--- src/rtl/lcd_pkg.sv ---
// shared constants and types of the segment lcd controller
package lcd_pkg;
  // clock and refresh limits
  localparam int unsigned CLK_HZ       = 50_000_000;
  localparam int unsigned REFRESH_MIN  = 10;    // Hz
  localparam int unsigned REFRESH_MAX  = 150;   // Hz
  localparam int unsigned MAX_COMMONS  = 16;
  localparam int unsigned SLOT_PHASES  = 2;     // phase ticks per common in the standard wave
  // least phase period: fastest frame with every common, rounded up
  localparam int unsigned PHASE_MIN_CYC =
    (CLK_HZ + REFRESH_MAX * MAX_COMMONS * SLOT_PHASES - 1) /
    (REFRESH_MAX * MAX_COMMONS * SLOT_PHASES);
  // longest phase period: slowest frame with one common, rounded down
  localparam int unsigned PHASE_MAX_CYC = CLK_HZ / (REFRESH_MIN * SLOT_PHASES);
  localparam int unsigned PHASE_W       = 22;

  // register byte offsets
  localparam logic [7:0] OFS_CTRL   = 8'h00;
  localparam logic [7:0] OFS_PHASE  = 8'h04;
  localparam logic [7:0] OFS_ROLE0  = 8'h08;
  localparam logic [7:0] OFS_ROLE1  = 8'h0C;
  localparam logic [7:0] OFS_DATA   = 8'h10;
  localparam logic [7:0] OFS_STATUS = 8'h14;

  // control register fields
  localparam int unsigned CTRL_EN      = 0;
  localparam int unsigned CTRL_WAVE_B  = 1;
  localparam int unsigned CTRL_INVERT  = 2;
  localparam int unsigned CTRL_BIAS    = 4;   // 3 bits
  localparam int unsigned CTRL_NCOM    = 8;   // 4 bits, commons minus one
  localparam int unsigned CTRL_DRIVE   = 12;  // 2 bits
  localparam int unsigned CTRL_CONTR   = 16;  // 6 bits
  localparam logic [31:0] CTRL_RESET   = 32'h0000_0000;
  localparam logic [21:0] PHASE_RESET  = 22'h00_28B1; // 10417 cycles

  // status register fields
  localparam int unsigned ST_POL     = 4;
  localparam int unsigned ST_UNDER   = 5;
  localparam int unsigned ST_REQ     = 6;
  localparam int unsigned ST_EMPTY   = 7;

  // bias codes
  localparam logic [2:0] BIAS_STATIC = 3'h0;
  localparam logic [2:0] BIAS_FIFTH  = 3'h4;
  localparam logic [1:0] DRIVE_MAX   = 2'h2;

  typedef enum logic [1:0] {FETCH_LO, FETCH_HI, FETCH_DONE} fetch_t;
endpackage

--- src/rtl/stream_if.sv ---
// valid/ready word stream between the controller and its fifo
`timescale 1ns/100ps
interface stream_if #(parameter int W = 32);
  logic         valid;
  logic         ready;
  logic [W-1:0] data;
  modport src (output valid, output data, input ready);
  modport snk (input valid, input data, output ready);
endinterface

--- src/rtl/lcd_segment_drive_control.sv ---
// segment lcd scan controller with wishbone registers and display data fifo
//
// The implementer's own choices: the Wishbone slave port and the placing of the registers.
`timescale 1ns/100ps
module lcd_segment_drive_control
  import lcd_pkg::*;
#(
  parameter int N_PINS    = 62,
  parameter int FIFO_DEPTH = 4,
  parameter int unsigned PHASE_MIN = PHASE_MIN_CYC,
  parameter int unsigned PHASE_MAX = PHASE_MAX_CYC
) (
  // clock and reset
  input  wire logic                  clk_i,
  input  wire logic                  rst_i,
  // wishbone slave
  input  wire logic                  cyc_i,
  input  wire logic                  stb_i,
  input  wire logic                  we_i,
  input  wire logic [7:0]            adr_i,
  input  wire logic [3:0]            sel_i,
  input  wire logic [31:0]           dat_i,
  output logic      [31:0]           dat_o,
  output logic                       ack_o,
  // dma request
  output logic                       dma_req_o,
  // global lcd control
  output logic [3:0]                 com_slot_o,
  output logic                       polarity_o,
  output logic [2:0]                 bias_o,
  output logic [5:0]                 contrast_o,
  output logic [1:0]                 drive_mode_o,
  // per-pin bias level select, three bits per pin
  output logic [3*N_PINS-1:0]        pin_level_o
);
  ////////////////////////////////////////////////////////////////////////////
  // level choice for one pin
  function automatic logic [2:0] level_sel(input logic is_com, input logic on,
                                           input logic pol, input logic [2:0] bias);
    logic [2:0] top;
    logic [2:0] r;
    top = bias + 3'h1;   // highest level index
    r   = '0;
    if (is_com) begin
      if (on || bias == BIAS_STATIC) begin
        r = pol ? top : 3'h0;
      end else begin
        r = pol ? 3'h1 : top - 3'h1;
      end
    end else if (on) begin
      r = pol ? 3'h0 : top;
    end else if (top <= 3'h2) begin
      r = pol ? top : 3'h0;
    end else begin
      r = pol ? top - 3'h2 : 3'h2;
    end
    return r;
  endfunction

  ////////////////////////////////////////////////////////////////////////////
  // fifo between the data register and the scan logic
  stream_if #(.W(32)) fin ();
  stream_if #(.W(32)) fout ();

  word_fifo #(.WIDTH(32), .DEPTH(FIFO_DEPTH)) u_fifo (
    .clk_i (clk_i),
    .rst_i (rst_i),
    .wr    (fin),
    .rd    (fout)
  );

  ////////////////////////////////////////////////////////////////////////////
  // register state
  logic [31:0]       ctrl, next_ctrl;
  logic [PHASE_W-1:0] phase_len, next_phase_len;
  logic [63:0]       role, next_role;
  logic              under, next_under;
  logic              ack, next_ack;
  logic [31:0]       rdata, next_rdata;

  // scan state
  logic [PHASE_W-1:0] tick_cnt, next_tick_cnt;
  logic [3:0]        slot, next_slot;
  logic              pol, next_pol;
  logic              half, next_half;
  logic [5:0]        owed, next_owed;
  logic              en_d, next_en_d;
  fetch_t            fetch, next_fetch;
  logic [63:0]       shadow, next_shadow;
  logic [63:0]       cur, next_cur;
  logic [3*N_PINS-1:0] level, next_level;

  logic              en, wave_b, invert;
  logic [2:0]        bias_q;
  logic [3:0]        ncom_m1;
  logic [PHASE_W-1:0] phase_eff;
  logic              req, wr_go, tick, slot_step, frame_wrap, frame_start;

  assign en      = ctrl[CTRL_EN];
  assign wave_b  = ctrl[CTRL_WAVE_B];
  assign invert  = ctrl[CTRL_INVERT];
  assign ncom_m1 = ctrl[CTRL_NCOM+:4];

  // bias codes above one-fifth act as one-fifth
  assign bias_q = (ctrl[CTRL_BIAS+:3] > BIAS_FIFTH) ? BIAS_FIFTH : ctrl[CTRL_BIAS+:3];

  // phase period clamped into the refresh range
  always_comb begin
    phase_eff = phase_len;
    if (phase_len < PHASE_W'(PHASE_MIN)) begin
      phase_eff = PHASE_W'(PHASE_MIN);
    end else if (phase_len > PHASE_W'(PHASE_MAX)) begin
      phase_eff = PHASE_W'(PHASE_MAX);
    end
  end

  ////////////////////////////////////////////////////////////////////////////
  // wishbone decode
  assign req   = cyc_i & stb_i;
  assign wr_go = req & we_i & ack;   // write commits at the acked edge

  // data writes feed the fifo
  assign fin.valid = wr_go & (adr_i == OFS_DATA);
  assign fin.data  = dat_i;

  // read mux
  function automatic logic [31:0] rd_mux(input logic [7:0] a, input logic [31:0] c,
                                         input logic [PHASE_W-1:0] p, input logic [63:0] r,
                                         input logic [31:0] st);
    logic [31:0] v;
    v = '0;
    case (a)
      OFS_CTRL:   v = c;
      OFS_PHASE:  v = {{(32-PHASE_W){1'b0}}, p};
      OFS_ROLE0:  v = r[31:0];
      OFS_ROLE1:  v = r[63:32];
      OFS_STATUS: v = st;
      default:    v = '0;
    endcase
    return v;
  endfunction

  logic [31:0] status;
  always_comb begin
    status            = '0;
    status[3:0]       = slot;
    status[ST_POL]    = pol;
    status[ST_UNDER]  = under;
    status[ST_REQ]    = dma_req_o;
    status[ST_EMPTY]  = ~fout.valid;
  end

  // byte-lane merge of a written word
  function automatic logic [31:0] merge(input logic [31:0] old, input logic [31:0] d,
                                        input logic [3:0] s);
    logic [31:0] v;
    v = old;
    for (int b = 0; b < 4; b++) begin
      if (s[b]) begin
        v[8*b+:8] = d[8*b+:8];
      end
    end
    return v;
  endfunction

  // register next values
  always_comb begin
    next_ctrl      = ctrl;
    next_phase_len = phase_len;
    next_role      = role;
    next_rdata     = rdata;
    next_ack       = 1'b0;
    // data writes wait while the fifo is full
    if (req && !ack && (!we_i || adr_i != OFS_DATA || fin.ready)) begin
      next_ack   = 1'b1;
      next_rdata = we_i ? 32'h0000_0000 : rd_mux(adr_i, ctrl, phase_len, role, status);
    end
    if (wr_go) begin
      case (adr_i)
        OFS_CTRL:  next_ctrl = merge(ctrl, dat_i, sel_i) & 32'h003F_3FF7;
        OFS_PHASE: next_phase_len = PHASE_W'(merge({{(32-PHASE_W){1'b0}}, phase_len},
                                                   dat_i, sel_i));
        OFS_ROLE0: next_role[31:0]  = merge(role[31:0], dat_i, sel_i);
        OFS_ROLE1: next_role[63:32] = merge(role[63:32], dat_i, sel_i);
        default:   next_ctrl = ctrl;
      endcase
    end
    next_role[63:N_PINS] = '0;   // pins beyond the driver count
  end

  always_ff @(posedge clk_i) begin
    if (rst_i) begin
      ctrl      <= CTRL_RESET;
      phase_len <= PHASE_RESET;
      role      <= '0;
      rdata     <= '0;
      ack       <= 1'b0;
    end else begin
      ctrl      <= next_ctrl;
      phase_len <= next_phase_len;
      role      <= next_role;
      rdata     <= next_rdata;
      ack       <= next_ack;
    end
  end

  assign ack_o = ack;
  assign dat_o = rdata;

  ////////////////////////////////////////////////////////////////////////////
  // timing generator: phase ticks, slot counter, polarity
  assign tick        = en & (tick_cnt == '0);
  assign slot_step   = tick & (wave_b | half);
  assign frame_wrap  = slot_step & (slot == ncom_m1);
  assign frame_start = (en & ~en_d) | frame_wrap;

  always_comb begin
    next_tick_cnt = tick_cnt;
    next_slot     = slot;
    next_pol      = pol;
    next_half     = half;
    next_en_d     = en;
    if (!en) begin
      next_tick_cnt = phase_eff - 1'b1;
      next_slot     = '0;
      next_pol      = 1'b0;
      next_half     = 1'b0;
    end else if (tick) begin
      next_tick_cnt = phase_eff - 1'b1;
      if (!wave_b) begin
        next_half = ~half;
        next_pol  = ~pol;
      end else if (frame_wrap) begin
        next_pol  = ~pol;
      end
      if (slot_step) begin
        next_slot = frame_wrap ? 4'h0 : slot + 4'h1;
      end
    end else begin
      next_tick_cnt = tick_cnt - 1'b1;
    end
  end

  always_ff @(posedge clk_i) begin
    if (rst_i) begin
      tick_cnt <= '0;
      slot     <= '0;
      pol      <= 1'b0;
      half     <= 1'b0;
      en_d     <= 1'b0;
    end else begin
      tick_cnt <= next_tick_cnt;
      slot     <= next_slot;
      pol      <= next_pol;
      half     <= next_half;
      en_d     <= next_en_d;
    end
  end

  ////////////////////////////////////////////////////////////////////////////
  // dma request: words owed for the coming frame, two per common
  assign dma_req_o = en & (owed != '0) & fin.ready;

  // data fetch: two fifo words make one slot of pin data
  assign fout.ready = en & (fetch != FETCH_DONE);

  always_comb begin
    next_owed   = owed;
    next_fetch  = fetch;
    next_shadow = shadow;
    next_cur    = cur;
    next_under  = under;
    if (fin.valid && owed != '0) begin
      next_owed = owed - 6'h1;
    end
    if (frame_start) begin
      next_owed = {1'b0, ncom_m1, 1'b0} + 6'h2;
    end
    case (fetch)
      FETCH_LO: begin
        if (fout.valid && fout.ready) begin
          next_shadow[31:0] = fout.data;
          next_fetch        = FETCH_HI;
        end
      end
      FETCH_HI: begin
        if (fout.valid && fout.ready) begin
          next_shadow[63:32] = fout.data;
          next_fetch         = FETCH_DONE;
        end
      end
      default: next_fetch = fetch;
    endcase
    // write one clears the underrun flag
    if (wr_go && adr_i == OFS_STATUS && sel_i[0] && dat_i[ST_UNDER]) begin
      next_under = 1'b0;
    end
    // new slot takes the prefetched data into the pin data register
    if (slot_step) begin
      if (fetch == FETCH_DONE) begin
        next_cur   = shadow;
        next_fetch = FETCH_LO;
      end else begin
        next_under = 1'b1;      // data late, old data held; set wins
      end
    end
    if (!en) begin
      next_fetch = FETCH_LO;
    end
  end

  always_ff @(posedge clk_i) begin
    if (rst_i) begin
      owed   <= '0;
      fetch  <= FETCH_LO;
      shadow <= '0;
      cur    <= '0;
      under  <= 1'b0;
    end else begin
      owed   <= next_owed;
      fetch  <= next_fetch;
      shadow <= next_shadow;
      cur    <= next_cur;
      under  <= next_under;
    end
  end

  ////////////////////////////////////////////////////////////////////////////
  // per-pin level select, segments inverted on request
  for (genvar i = 0; i < N_PINS; i++) begin : g_pin
    always_comb begin
      next_level[3*i+:3] = en ? level_sel(role[i], cur[i] ^ (invert & ~role[i]),
                                          pol, bias_q) : 3'h0;
    end
  end

  // registered pin outputs; global outputs taken from the control and scan registers
  always_ff @(posedge clk_i) begin
    if (rst_i) begin
      level <= '0;
    end else begin
      level <= next_level;
    end
  end

  assign pin_level_o  = level;
  assign com_slot_o   = slot;
  assign polarity_o   = pol;
  assign bias_o       = bias_q;
  assign contrast_o   = ctrl[CTRL_CONTR+:6];
  // drive mode code three acts as the strongest mode
  assign drive_mode_o = (ctrl[CTRL_DRIVE+:2] > DRIVE_MAX) ? DRIVE_MAX
                                                          : ctrl[CTRL_DRIVE+:2];
endmodule

--- src/rtl/word_fifo.sv ---
// small first-in first-out word buffer
`timescale 1ns/100ps
module word_fifo #(
  parameter int WIDTH = 32,
  parameter int DEPTH = 4
) (
  // clock and reset
  input  wire logic clk_i,
  input  wire logic rst_i,
  // streams
  stream_if.snk     wr,
  stream_if.src     rd
);
  localparam int AW = $clog2(DEPTH);

  logic [WIDTH-1:0] mem [DEPTH];
  logic [AW-1:0]    wr_ptr, next_wr_ptr;
  logic [AW-1:0]    rd_ptr, next_rd_ptr;
  logic [AW:0]      count, next_count;
  logic             push, pop;

  ////////////////////////////////////////////////////////////////////////////
  // handshakes
  assign wr.ready = (count != AW'(0) + (AW+1)'(DEPTH)) ? 1'b1 : 1'b0;
  assign rd.valid = (count != '0);
  assign rd.data  = mem[rd_ptr];
  assign push     = wr.valid & wr.ready;
  assign pop      = rd.valid & rd.ready;

  // pointer and fill next values
  always_comb begin
    next_wr_ptr = wr_ptr;
    next_rd_ptr = rd_ptr;
    next_count  = count;
    if (push) begin
      next_wr_ptr = (wr_ptr == AW'(DEPTH - 1)) ? '0 : wr_ptr + 1'b1;
    end
    if (pop) begin
      next_rd_ptr = (rd_ptr == AW'(DEPTH - 1)) ? '0 : rd_ptr + 1'b1;
    end
    if (push && !pop) begin
      next_count = count + 1'b1;
    end else if (pop && !push) begin
      next_count = count - 1'b1;
    end
  end

  // state registers
  always_ff @(posedge clk_i) begin
    if (rst_i) begin
      wr_ptr <= '0;
      rd_ptr <= '0;
      count  <= '0;
    end else begin
      wr_ptr <= next_wr_ptr;
      rd_ptr <= next_rd_ptr;
      count  <= next_count;
    end
  end

  // storage, written only on push
  always_ff @(posedge clk_i) begin
    if (push) begin
      mem[wr_ptr] <= wr.data;
    end
  end
endmodule

--- config.mk ---
export PLATFORM = sky130hd
export DESIGN_NAME = lcd_segment_drive_control
export DESIGN_NICKNAME = d
export VERILOG_FILES = /design/src/rtl/lcd_pkg.sv /design/src/rtl/stream_if.sv /design/src/rtl/lcd_segment_drive_control.sv /design/src/rtl/word_fifo.sv
export SDC_FILE = /design/constraint.sdc
export NUM_CORES = 1
export LEC_CHECK = 0
export BUFFER_PORTS_ARGS = -buffer_cell sky130_fd_sc_hd__buf_2
export CORE_MARGIN = 2
export CORE_UTILIZATION = 45
export CTS_BUF_LIST = sky130_fd_sc_hd__clkbuf_8 sky130_fd_sc_hd__clkbuf_16
export CTS_CLUSTER_DIAMETER = 40
export CTS_CLUSTER_SIZE = 12
export DETAILED_ROUTE_END_ITERATION = 8
export PLACE_DENSITY = 0.66
export SLEW_MARGIN = 10
export SYNTH_ARGS = -nofsm -noshare
export SYNTH_HDL_FRONTEND = slang
export SYNTH_SLANG_ARGS = --single-unit
--- constraint.sdc ---
create_clock -name clk_i -period 6.55 [get_ports clk_i]
set_input_delay 0.9825 -clock clk_i [delete_from_list [all_inputs] [get_ports clk_i]]
set_output_delay 0.9825 -clock clk_i [all_outputs]
set_load 0.01 [all_outputs]
; After elaboration in Yosys (flattened, before gate mapping)
; Memory sizes are Yosys's and may differ from the RTL's. A register that Yosys moved wholly into a read port is not among the register bits.
; Index checks and enable logic that the tools add are counted.
[word_totals]
ram_bits = 128
out_inout_bits = 236
ff_bits = 493
n_memories = 1
word_cells = 599
[memory_table]
columns = name, words, word_bits, read_ports, rd_clocked_by_memory_dff, wr, line
row1 = u_fifo.mem, 4, 32, 1, 1, 1, word_fifo.sv:16  ; logic [WIDTH-1:0] mem [DEPTH];
[op_classes]
bitwise = 207
n_mux = 222
n_eq_ne = 14
reduce_logical = 106
add_sub_neg = 12
magnitude_cmp = 5
[ops]
columns = cell, n
row1 = $mux 3, 194
row2 = $pmux 32 s5, 1
row3 = $mux 22, 4
row4 = $and 1x1->1, 75
row5 = $not 1->1, 68
row6 = $logic_or 1x1->1, 64
row7 = $xor 1x1->1, 62
row8 = $sub 22x1->22 const B, 2
row9 = $reduce_and 3->1, 14
row10 = $mux 32, 1
row11 = $gt 22x22->1 const B, 1
row12 = $logic_not 22->1, 1
row13 = $lt 22x14->1 const B, 1
row14 = $mux 2, 9
row15 = $eq 8x4->1 const B, 2
row16 = $eq 8x5->1 const B, 2
row17 = $mux 6, 2
row18 = $reduce_and 2->1, 6
row19 = $logic_and 1x1->1, 9
row20 = $mux 1, 9
row21 = $eq 8x3->1 const B, 1
row22 = $logic_not 8->1, 1
row23 = $ne 8x5->1 const B, 1
row24 = $add 3x1->3 const B, 2
row25 = other kinds (25), 34

; Depth between registers and ports, before layout
; Gate-level depths: netlist of run 1.
[logic_depth]
ltp_word = 9
depth_mapped = 14

; Hierarchy
; From an unflattened synthesis of run 1, not the netlist that was laid out.
[unflattened]
cells_unflattened = 3128
area_unflattened_um2 = 28821.4
[by_module_without_submodules]
columns = module, instances, cells_each, area_each_um2
row1 = lcd_segment_drive_control, 1, 2913, 23739.0
row2 = word_fifo, 1, 215, 5082.4

; Worst setup path before layout of run 1
; No wires, ideal clock.
[synth_path]
path_type = input -> register
start = in adr_i[2]
end = reg u_fifo.count[2]
t_arrival_ns = 3.382
stages = 12
setup_ns = 0.070
path_buffers = 3
required_time_ns = 6.480
setup_slack_ns = 3.097
path_cell_list = clkbuf_1 -> nor4_1 -> and3_1 -> clkbuf_1 -> nor2b_1 -> clkbuf_1 -> ha_1 -> inv_1 -> fa_1 -> xor2_1 -> or3_1 -> a21oi_1
[synth_between]
elab_chain_cells = 6
elab_cells_between_ends = 8
cone_classes = eq/ne (1) / mux (1) / bitwise (2) / reduce/logical (4)
[synth_rtl]
columns = item, line
row1 = start: declaration, lcd_segment_drive_control.sv:20  ; input wire logic [7:0] adr_i,
row2 = $eq 8x5->1 *, lcd_segment_drive_control.sv:123  ; assign fin.valid = wr_go & (adr_i == OFS_DATA);
row3 = $and 1x1->1 *, lcd_segment_drive_control.sv:123
row4 = $and 1x1->1 *, word_fifo.sv:27  ; assign push = wr.valid & wr.ready;
row5 = net u_fifo.push, word_fifo.sv:20  ; logic push, pop;
row6 = $logic_not 1->1, word_fifo.sv:43  ; end else if (pop && !push) begin
row7 = $logic_and 1x1->1, word_fifo.sv:43
row8 = $reduce_bool 2->1 (no source line), -
row9 = end signal: assignment, word_fifo.sv:57  ; count <= next_count;
row10 = end: declaration, word_fifo.sv:19  ; logic [AW:0] count, next_count;
; The timed path passes the listed nets; every way through them passes the cells marked *.
; A chain may end at the register's enable or synchronous reset.

; Worst setup path in the final report of run 1
[layout_path]
start = in adr_i[2]
end = reg u_fifo.count[2]
[layout_between]
elab_chain_cells = 6
elab_cells_between_ends = 8
cone_classes = eq/ne (1) / mux (1) / bitwise (2) / reduce/logical (4)
[layout_rtl]
columns = item, line
row1 = $eq 8x5->1 *, lcd_segment_drive_control.sv:123
row2 = $and 1x1->1 *, lcd_segment_drive_control.sv:123
row3 = $and 1x1->1 *, word_fifo.sv:27
row4 = $logic_not 1->1, word_fifo.sv:43
row5 = $logic_and 1x1->1, word_fifo.sv:43
row6 = $reduce_bool 2->1 (no source line), -
; Every way passes the cells marked *; elsewhere a longest branch is shown, timed or not.

==> qor.yml, run 1 <==
status: "complete, no violations"
clock_latency_ns: 0.65
port_buffers: 284
initial_core_util_pct: 45.5
grt_pass1_wl_mm: 141
synth_ff_type: "dfxtp_1"
overflow: 0
antenna_left: 0
totalWireLength_mm: 94.3
cts_resized: 0
power_density_nw_per_um2: 266
max_slew.worst_pin.slew_ns: 1.13
ioPinCount: 285
use_met1_pct: 38.4
tns_ns: 0
numCtsBuffers: 92
p_int_mw: 6.86
syn-num-nets: 3172
yosysSeqAreaShare_pct: 47.7
die_h_um: 257
rsz0062_at_grt: "no"
fmax_mhz: 272
fin_crit_sh_pct: 56.1
grt.total_usage_pct: 27.8
fin_crit_ns: 3.67
max-cap-violations: 0
hold_path.class: "reg -> reg"
fp.dieArea_um2: 66000
setup_viol_count_final: 0
syn_area_per_cell_um2: 9.26
grt.met3_usage_pct: 5.79
slew_headroom_pct: 24.6
routedWlPerCell_um: 22.8
yosysWarnings: 0
setup.worst_path.end_class: "flop"
power.share.clock_pct: 55.0
drt_iter0_drc: 2970
finalHoldViolations: 0
clock_path_buffers: 3
synthArstFlopShare_pct: 0
synth_edf_count: 128
fin_nets: 3269
cts_tree: "done"
leakagePower_nw: 13.5
ys_seq_elements: 621
reg2reg_slack_ns: 3.00
synth_area_um2: 28800
cts_setup_buffers: 0
hold_buffers: 0
clock_skew_ns: 0.0173
yosysTopAreaCellShare_pct: 34.3
cts.sinks: 621
grt_busiest_layer: "met2"
clock-root-buffer: "clkbuf_16"
grt_pass1_vias: 22200
htreeDepth: 3
gp_congestion: 0.952
startpoint_type: "input port"
path_max_fanout: 32
slew_violations: 0
synthTopCellsByArea: "dfxtp_1, edfxtp_1, mux2i_1"
comb_power_share_pct: 1.3
cts.clk_slew.worst_paths_ns: 0.05
cp.arrival_ns: 4.22
grt_antenna_before_repair: 3
drcViolationCount: 0
vias: 24300
die_w_um: 257
peakVddDrop_mv: 0.198
drive_gt1_share_pct: 17.0
use_met2_pct: 42.9
synth_top_area_cell: "dfxtp_1"
vias_per_cell: 5.88
final_area_um2: 33500
critPathKind: "in -> reg"
synthesis.instances: 3108
crit_required_ns: 7.10
place_area_um2: 30400
p_seq_share_pct: 43.7
netSwitchingPower_mw: 2.07
core-area_um2: 63200
first_pass_iters: 6
rows: 92
synthToLayoutAreaGrowth_pct: 16.5
grt_max_degree: 112
dpl.hpwl_mm: 63.1
ys_types: 77
switching_share_pct: 23.1
## per-layer routing
metal / part of all wire (%) / routed length (um)
met3: 9.4 / 8900
met2: 44 / 41900
met4: 3.9 / 3650
met5: 0 / 0
met1: 42 / 39900
## cells by family (layout without fill, tap and decap cells)
group / Yosys count / after routing / share of synthesized area (%)
and+or+nand+nor: 994 / 994 / 14.4
muxes: 329 / 329 / 12.9
xor gates and xnor gates: 116 / 116 / 3.53
other: 0 / 2 / 0
AOI/OAI and AO/OA: 690 / 690 / 16.1
buffers and inverters: 343 / 517 / 4.68
DFF: 621 / 621 / 47.7
adders and majority gates: 15 / 15 / 0.678
## final cells by class
type	count	area (um2)
diodes	2	5.00
flip-flops and latches	621	13700
inverters	28	105
repair buffers	318	1690
multi-input cells	2144	13800
clock inverters	69	652
fillers	5715	29700
well taps	846	1060
clock buffers	102	2480
## synth_stat cells, types with 29 or more instances
cell / count
a21oi_1: 236
a22oi_1: 45
a311oi_1: 63
buf_1: 29
clkbuf_1: 255
dfxtp_1: 493
edfxtp_1: 128
mux2i_1: 290
mux4_2: 32
nand2_1: 361
nor2_1: 490
o211a_1: 55
o21ai_0: 138
o221ai_1: 62
xor2_1: 88
## cells in the final DEF, fill, tap and decap left out, types with 7 or more instances in the layout
master        n
nor2b_1      10
and3_1        7
clkbuf_16    96
edfxtp_1    128
o32a_1       10
or3_1         7
xnor2_1      28
clkbuf_8      7
inv_1        37
o2bb2ai_1     7
nand2_1     358
o221ai_1     62
buf_2       283
xor2_1       87
a311oi_1     63
ha_1         14
dfxtp_1     490
a22oi_1      45
nand2b_1      7
mux2_2        7
clkinvlp_4   10
o211a_1      55
a211oi_1     18
a21oi_1     236
buf_4        34
nor2_1      488
inv_8        12
mux4_2       32
o21ai_0     138
or4_1         7
inv_6        17
clkinv_2      7
nor3_1       23
nand3_1      16
a221o_1       8
nor4_1       11
nand4_1      10
mux2i_1     290
## path summary, 6_finish.rpt
kind,startpoint,end,cells after the start
worst min register to register,shadow[21]$_SDFFE_PP0P_,cur[21]$_SDFFE_PP0P_,2
worst max register to register,phase_len[6]$_SDFFE_PP0P_,tick_cnt[16]$_SDFF_PP0_,12
worst max-delay path,adr_i[2],u_fifo.count[2]$_SDFFE_PP0P_,10
worst min-delay path,shadow[21]$_SDFFE_PP0P_,cur[21]$_SDFFE_PP0P_,2
## flip-flops by register name, indices dropped and copies added, names as in the netlist, named ones only
register       cells
pin_level_o      186
u_fifo.mem       128
cur               62
role              62
shadow            62
dat_o             32
phase_len         22
tick_cnt          22
ctrl              19
owed               6
com_slot_o         4
u_fifo.count       3
u_fifo.rd_ptr      2
u_fifo.wr_ptr      2
ack_o              1
en_d               1
half               1
polarity_o         1
under              1
## stage by stage
step                std cells  power, mW  worst slack [ns]  hold slack [ns]  utilization [%]
global route             4130       9.15              2.68            0.470             53.0
CTS                      4128       8.98              2.91            0.450             53.0
floorplan                3108       4.04              3.10            0.432                -
finish                   4130       8.93              2.88            0.452             53.0
global placement         3957       4.10              2.31            0.438             48.1
detailed placement       3957       4.10              2.24            0.441             48.1
## critical path: stages
cell and delay (ns):
buf_2 0.41, nor4_1 0.55, and3_1 0.39, nor2b_1 0.47
ha_1 0.27, inv_1 0.07, fa_1 0.43, xor2_1 0.17
or3_1 0.30, a21oi_1 0.16
## power groups by stage
stage               registers (mW)  logic (mW)  clock network (mW)
global placement              3.99       0.114                   0
floorplan                     3.99      0.0518                   0
detailed placement            3.99       0.114                   0
CTS                           3.90       0.114                4.96
finish                        3.90       0.116                4.91
global route                  3.90       0.122                5.13
No activity file was read; power rests on OpenSTA's default activity.
==> run 2, diff against run 1 <==
==> constraint.sdc (replaced) <==
create_clock -name clk_i -period 3.4 [get_ports clk_i]
set_input_delay 0.51 -clock clk_i [delete_from_list [all_inputs] [get_ports clk_i]]
set_output_delay 0.51 -clock clk_i [all_outputs]
set_load 0.01 [all_outputs]
==> run 2 against run 1 <==
  * Critical path depth grew 1
  * Clock power grew 86%
  * Register-to-register slack lost 2.6 ns
  * Final area grew 1.1%
  * Total power grew 89%
  * Global-route usage grew 0.29 points
  * Worst setup slack lost 2.5 ns
  * Combinational power grew 94%
  * Flip-flop and latch count is the same
  * Clock skew grew 0.011 ns
  * First-iteration DRC count shrank 18%
  * Critical path type is now reg -> reg
  * Largest power group unchanged
==> qor.yml, run 2 (synthesis results as in run 1) <==
gp_congestion: 0.940
rows: 92
fp.dieArea_um2: 66000
netSwitchingPower_mw: 3.81
cts.sinks: 621
numCtsBuffers: 88
fin_nets: 3317
antenna_left: 0
peakVddDrop_mv: 0.401
die_w_um: 257
clock_path_buffers: 3
largest_reg_flops: 186
overflow: 0
grt_pass1_vias: 22400
final_cell_mix: "dfxtp_1, nor2_1, nand2_1, mux2i_1, buf_2"
drive_gt1_share_pct: 18.1
dpl.hpwl_mm: 64.9
fmax_mhz: 331
cp.arrival_ns: 3.57
rsz0062_at_grt: "no"
seqCellArea_um2: 13700
critPathKind: "reg -> reg"
slew_violations: 0
grt_pass1_wl_mm: 142
grt_max_degree: 151
core-area_um2: 63200
max_slew.worst_pin.slew_ns: 1.03
die_h_um: 257
clock_latency_ns: 0.65
tns_ns: 0
nFillCells: 5682
drcViolationCount: 0
p_int_mw: 13.0
status: "complete, no violations"
first_pass_iters: 6
totalWireLength_mm: 95.2
max-cap-violations: 0
switching_share_pct: 22.6
power_density_nw_per_um2: 498
startpoint_type: "flop"
synthToLayoutAreaGrowth_pct: 17.7
cts.clk_slew.worst_paths_ns: 0.06
fin_crit_sh_pct: 88.9
grt_antenna_before_repair: 6
cts_tree: "done"
grt.total_usage_pct: 28.1
setup_viol_count_final: 0
multi_input_area_um2: 13800
setup.worst_path.end_class: "flop"
fin_crit_ns: 3.02
leakagePower_nw: 13.7
path_max_fanout: 7
routedWlPerCell_um: 22.8
slew_headroom_pct: 31.5
ioPinCount: 285
cts_setup_buffers: 0
final_common_cell: "dfxtp_1"
holdWs_ns: 0.130
vias: 24500
hold_buffers: 0
vias_per_cell: 5.86
comb_power_share_pct: 1.3
hold_path.class: "in -> reg"
drt_iter0_drc: 2436
power.share.clock_pct: 54.0
clock_skew_ns: 0.0287
htreeDepth: 3
cts_resized: 0
clock-root-buffer: "clkbuf_16"
p_seq_share_pct: 44.6
port_buffers: 284
crit_required_ns: 3.95
finalHoldViolations: 0
initial_core_util_pct: 45.5
run 2: changes by cell type in the layout (fill, tap and decap cells not counted), sizes merged, moves of 3 or more:
cell	change
clkinvlp	-5
diode	+3
clkbuf	-3
inv	-8
clkinv	+6
buf	+52
run 2: worst max-delay path, stage by stage, from the launching register on:
cell and delay, ns:
dfxtp_1 0.49, nand4_1 0.22, a211oi_2 0.37, a211oi_1 0.15, or2_1 0.31, a21oi_1 0.16
ha_1 0.24, nand4_1 0.23, nor2_1 0.27, o211ai_1 0.15, xnor2_1 0.14, a211oi_1 0.21
run 2: stage by stage:
stage               total power, mW  setup slack (ns)  cells  utilization, %  instance area (um2)
global placement               7.90             0.411   4009            48.9                30900
global route                   17.3            0.0297   4175            53.6                33900
finish                         16.9             0.379   4176            53.6                33900
CTS                            16.9             0.397   4171            53.6                33900
detailed placement             7.90             0.365   4009            48.9                30900
floorplan                      7.78             0.420   3108               -                28800
run 2: worst paths after layout:
check	start	endpoint	slack (ns)	cells past startpoint
max	phase_len[18]$_SDFFE_PP0P_	tick_cnt[16]$_SDFF_PP0_	0.38	11
min	dat_i[28]	u_fifo.mem[0][28]$_DFFE_PP_	0.13	1
max reg2reg	phase_len[18]$_SDFFE_PP0P_	tick_cnt[16]$_SDFF_PP0_	0.38	11
min reg2reg	shadow[9]$_SDFFE_PP0P_	cur[9]$_SDFFE_PP0P_	0.44	2
run 2: final cells by class:
type                            count  share of cell area (%)
Antenna cell                        5                  0.0369
Clock buffer                       99                    7.08
Clock inverter                     63                    1.70
Inverter                           28                   0.310
Multi-Input combinational cell   2144                    40.7
Sequential cell                   621                    40.5
Tap cell                          846                    3.12
Timing Repair Buffer              370                    6.53
run 2: power by group through the flow:
stage | clock, mW | sequential, mW | combinational, mW
global placement | 0 | 7.68 | 0.220
detailed placement | 0 | 7.68 | 0.221
global route | 9.55 | 7.52 | 0.238
finish | 9.11 | 7.52 | 0.225
CTS | 9.20 | 7.52 | 0.221
floorplan | 0 | 7.68 | 0.0998
run 2: per-layer routing:
metal / vias up / wire [um] / track usage, %
met4: 0 / 4240 / 13.0
li1: 11300 / - / -
met5: - / 0 / 0
met3: 189 / 9450 / 5.99
met1: 11700 / 39800 / 38.6
met2: 1258 / 41700 / 42.3
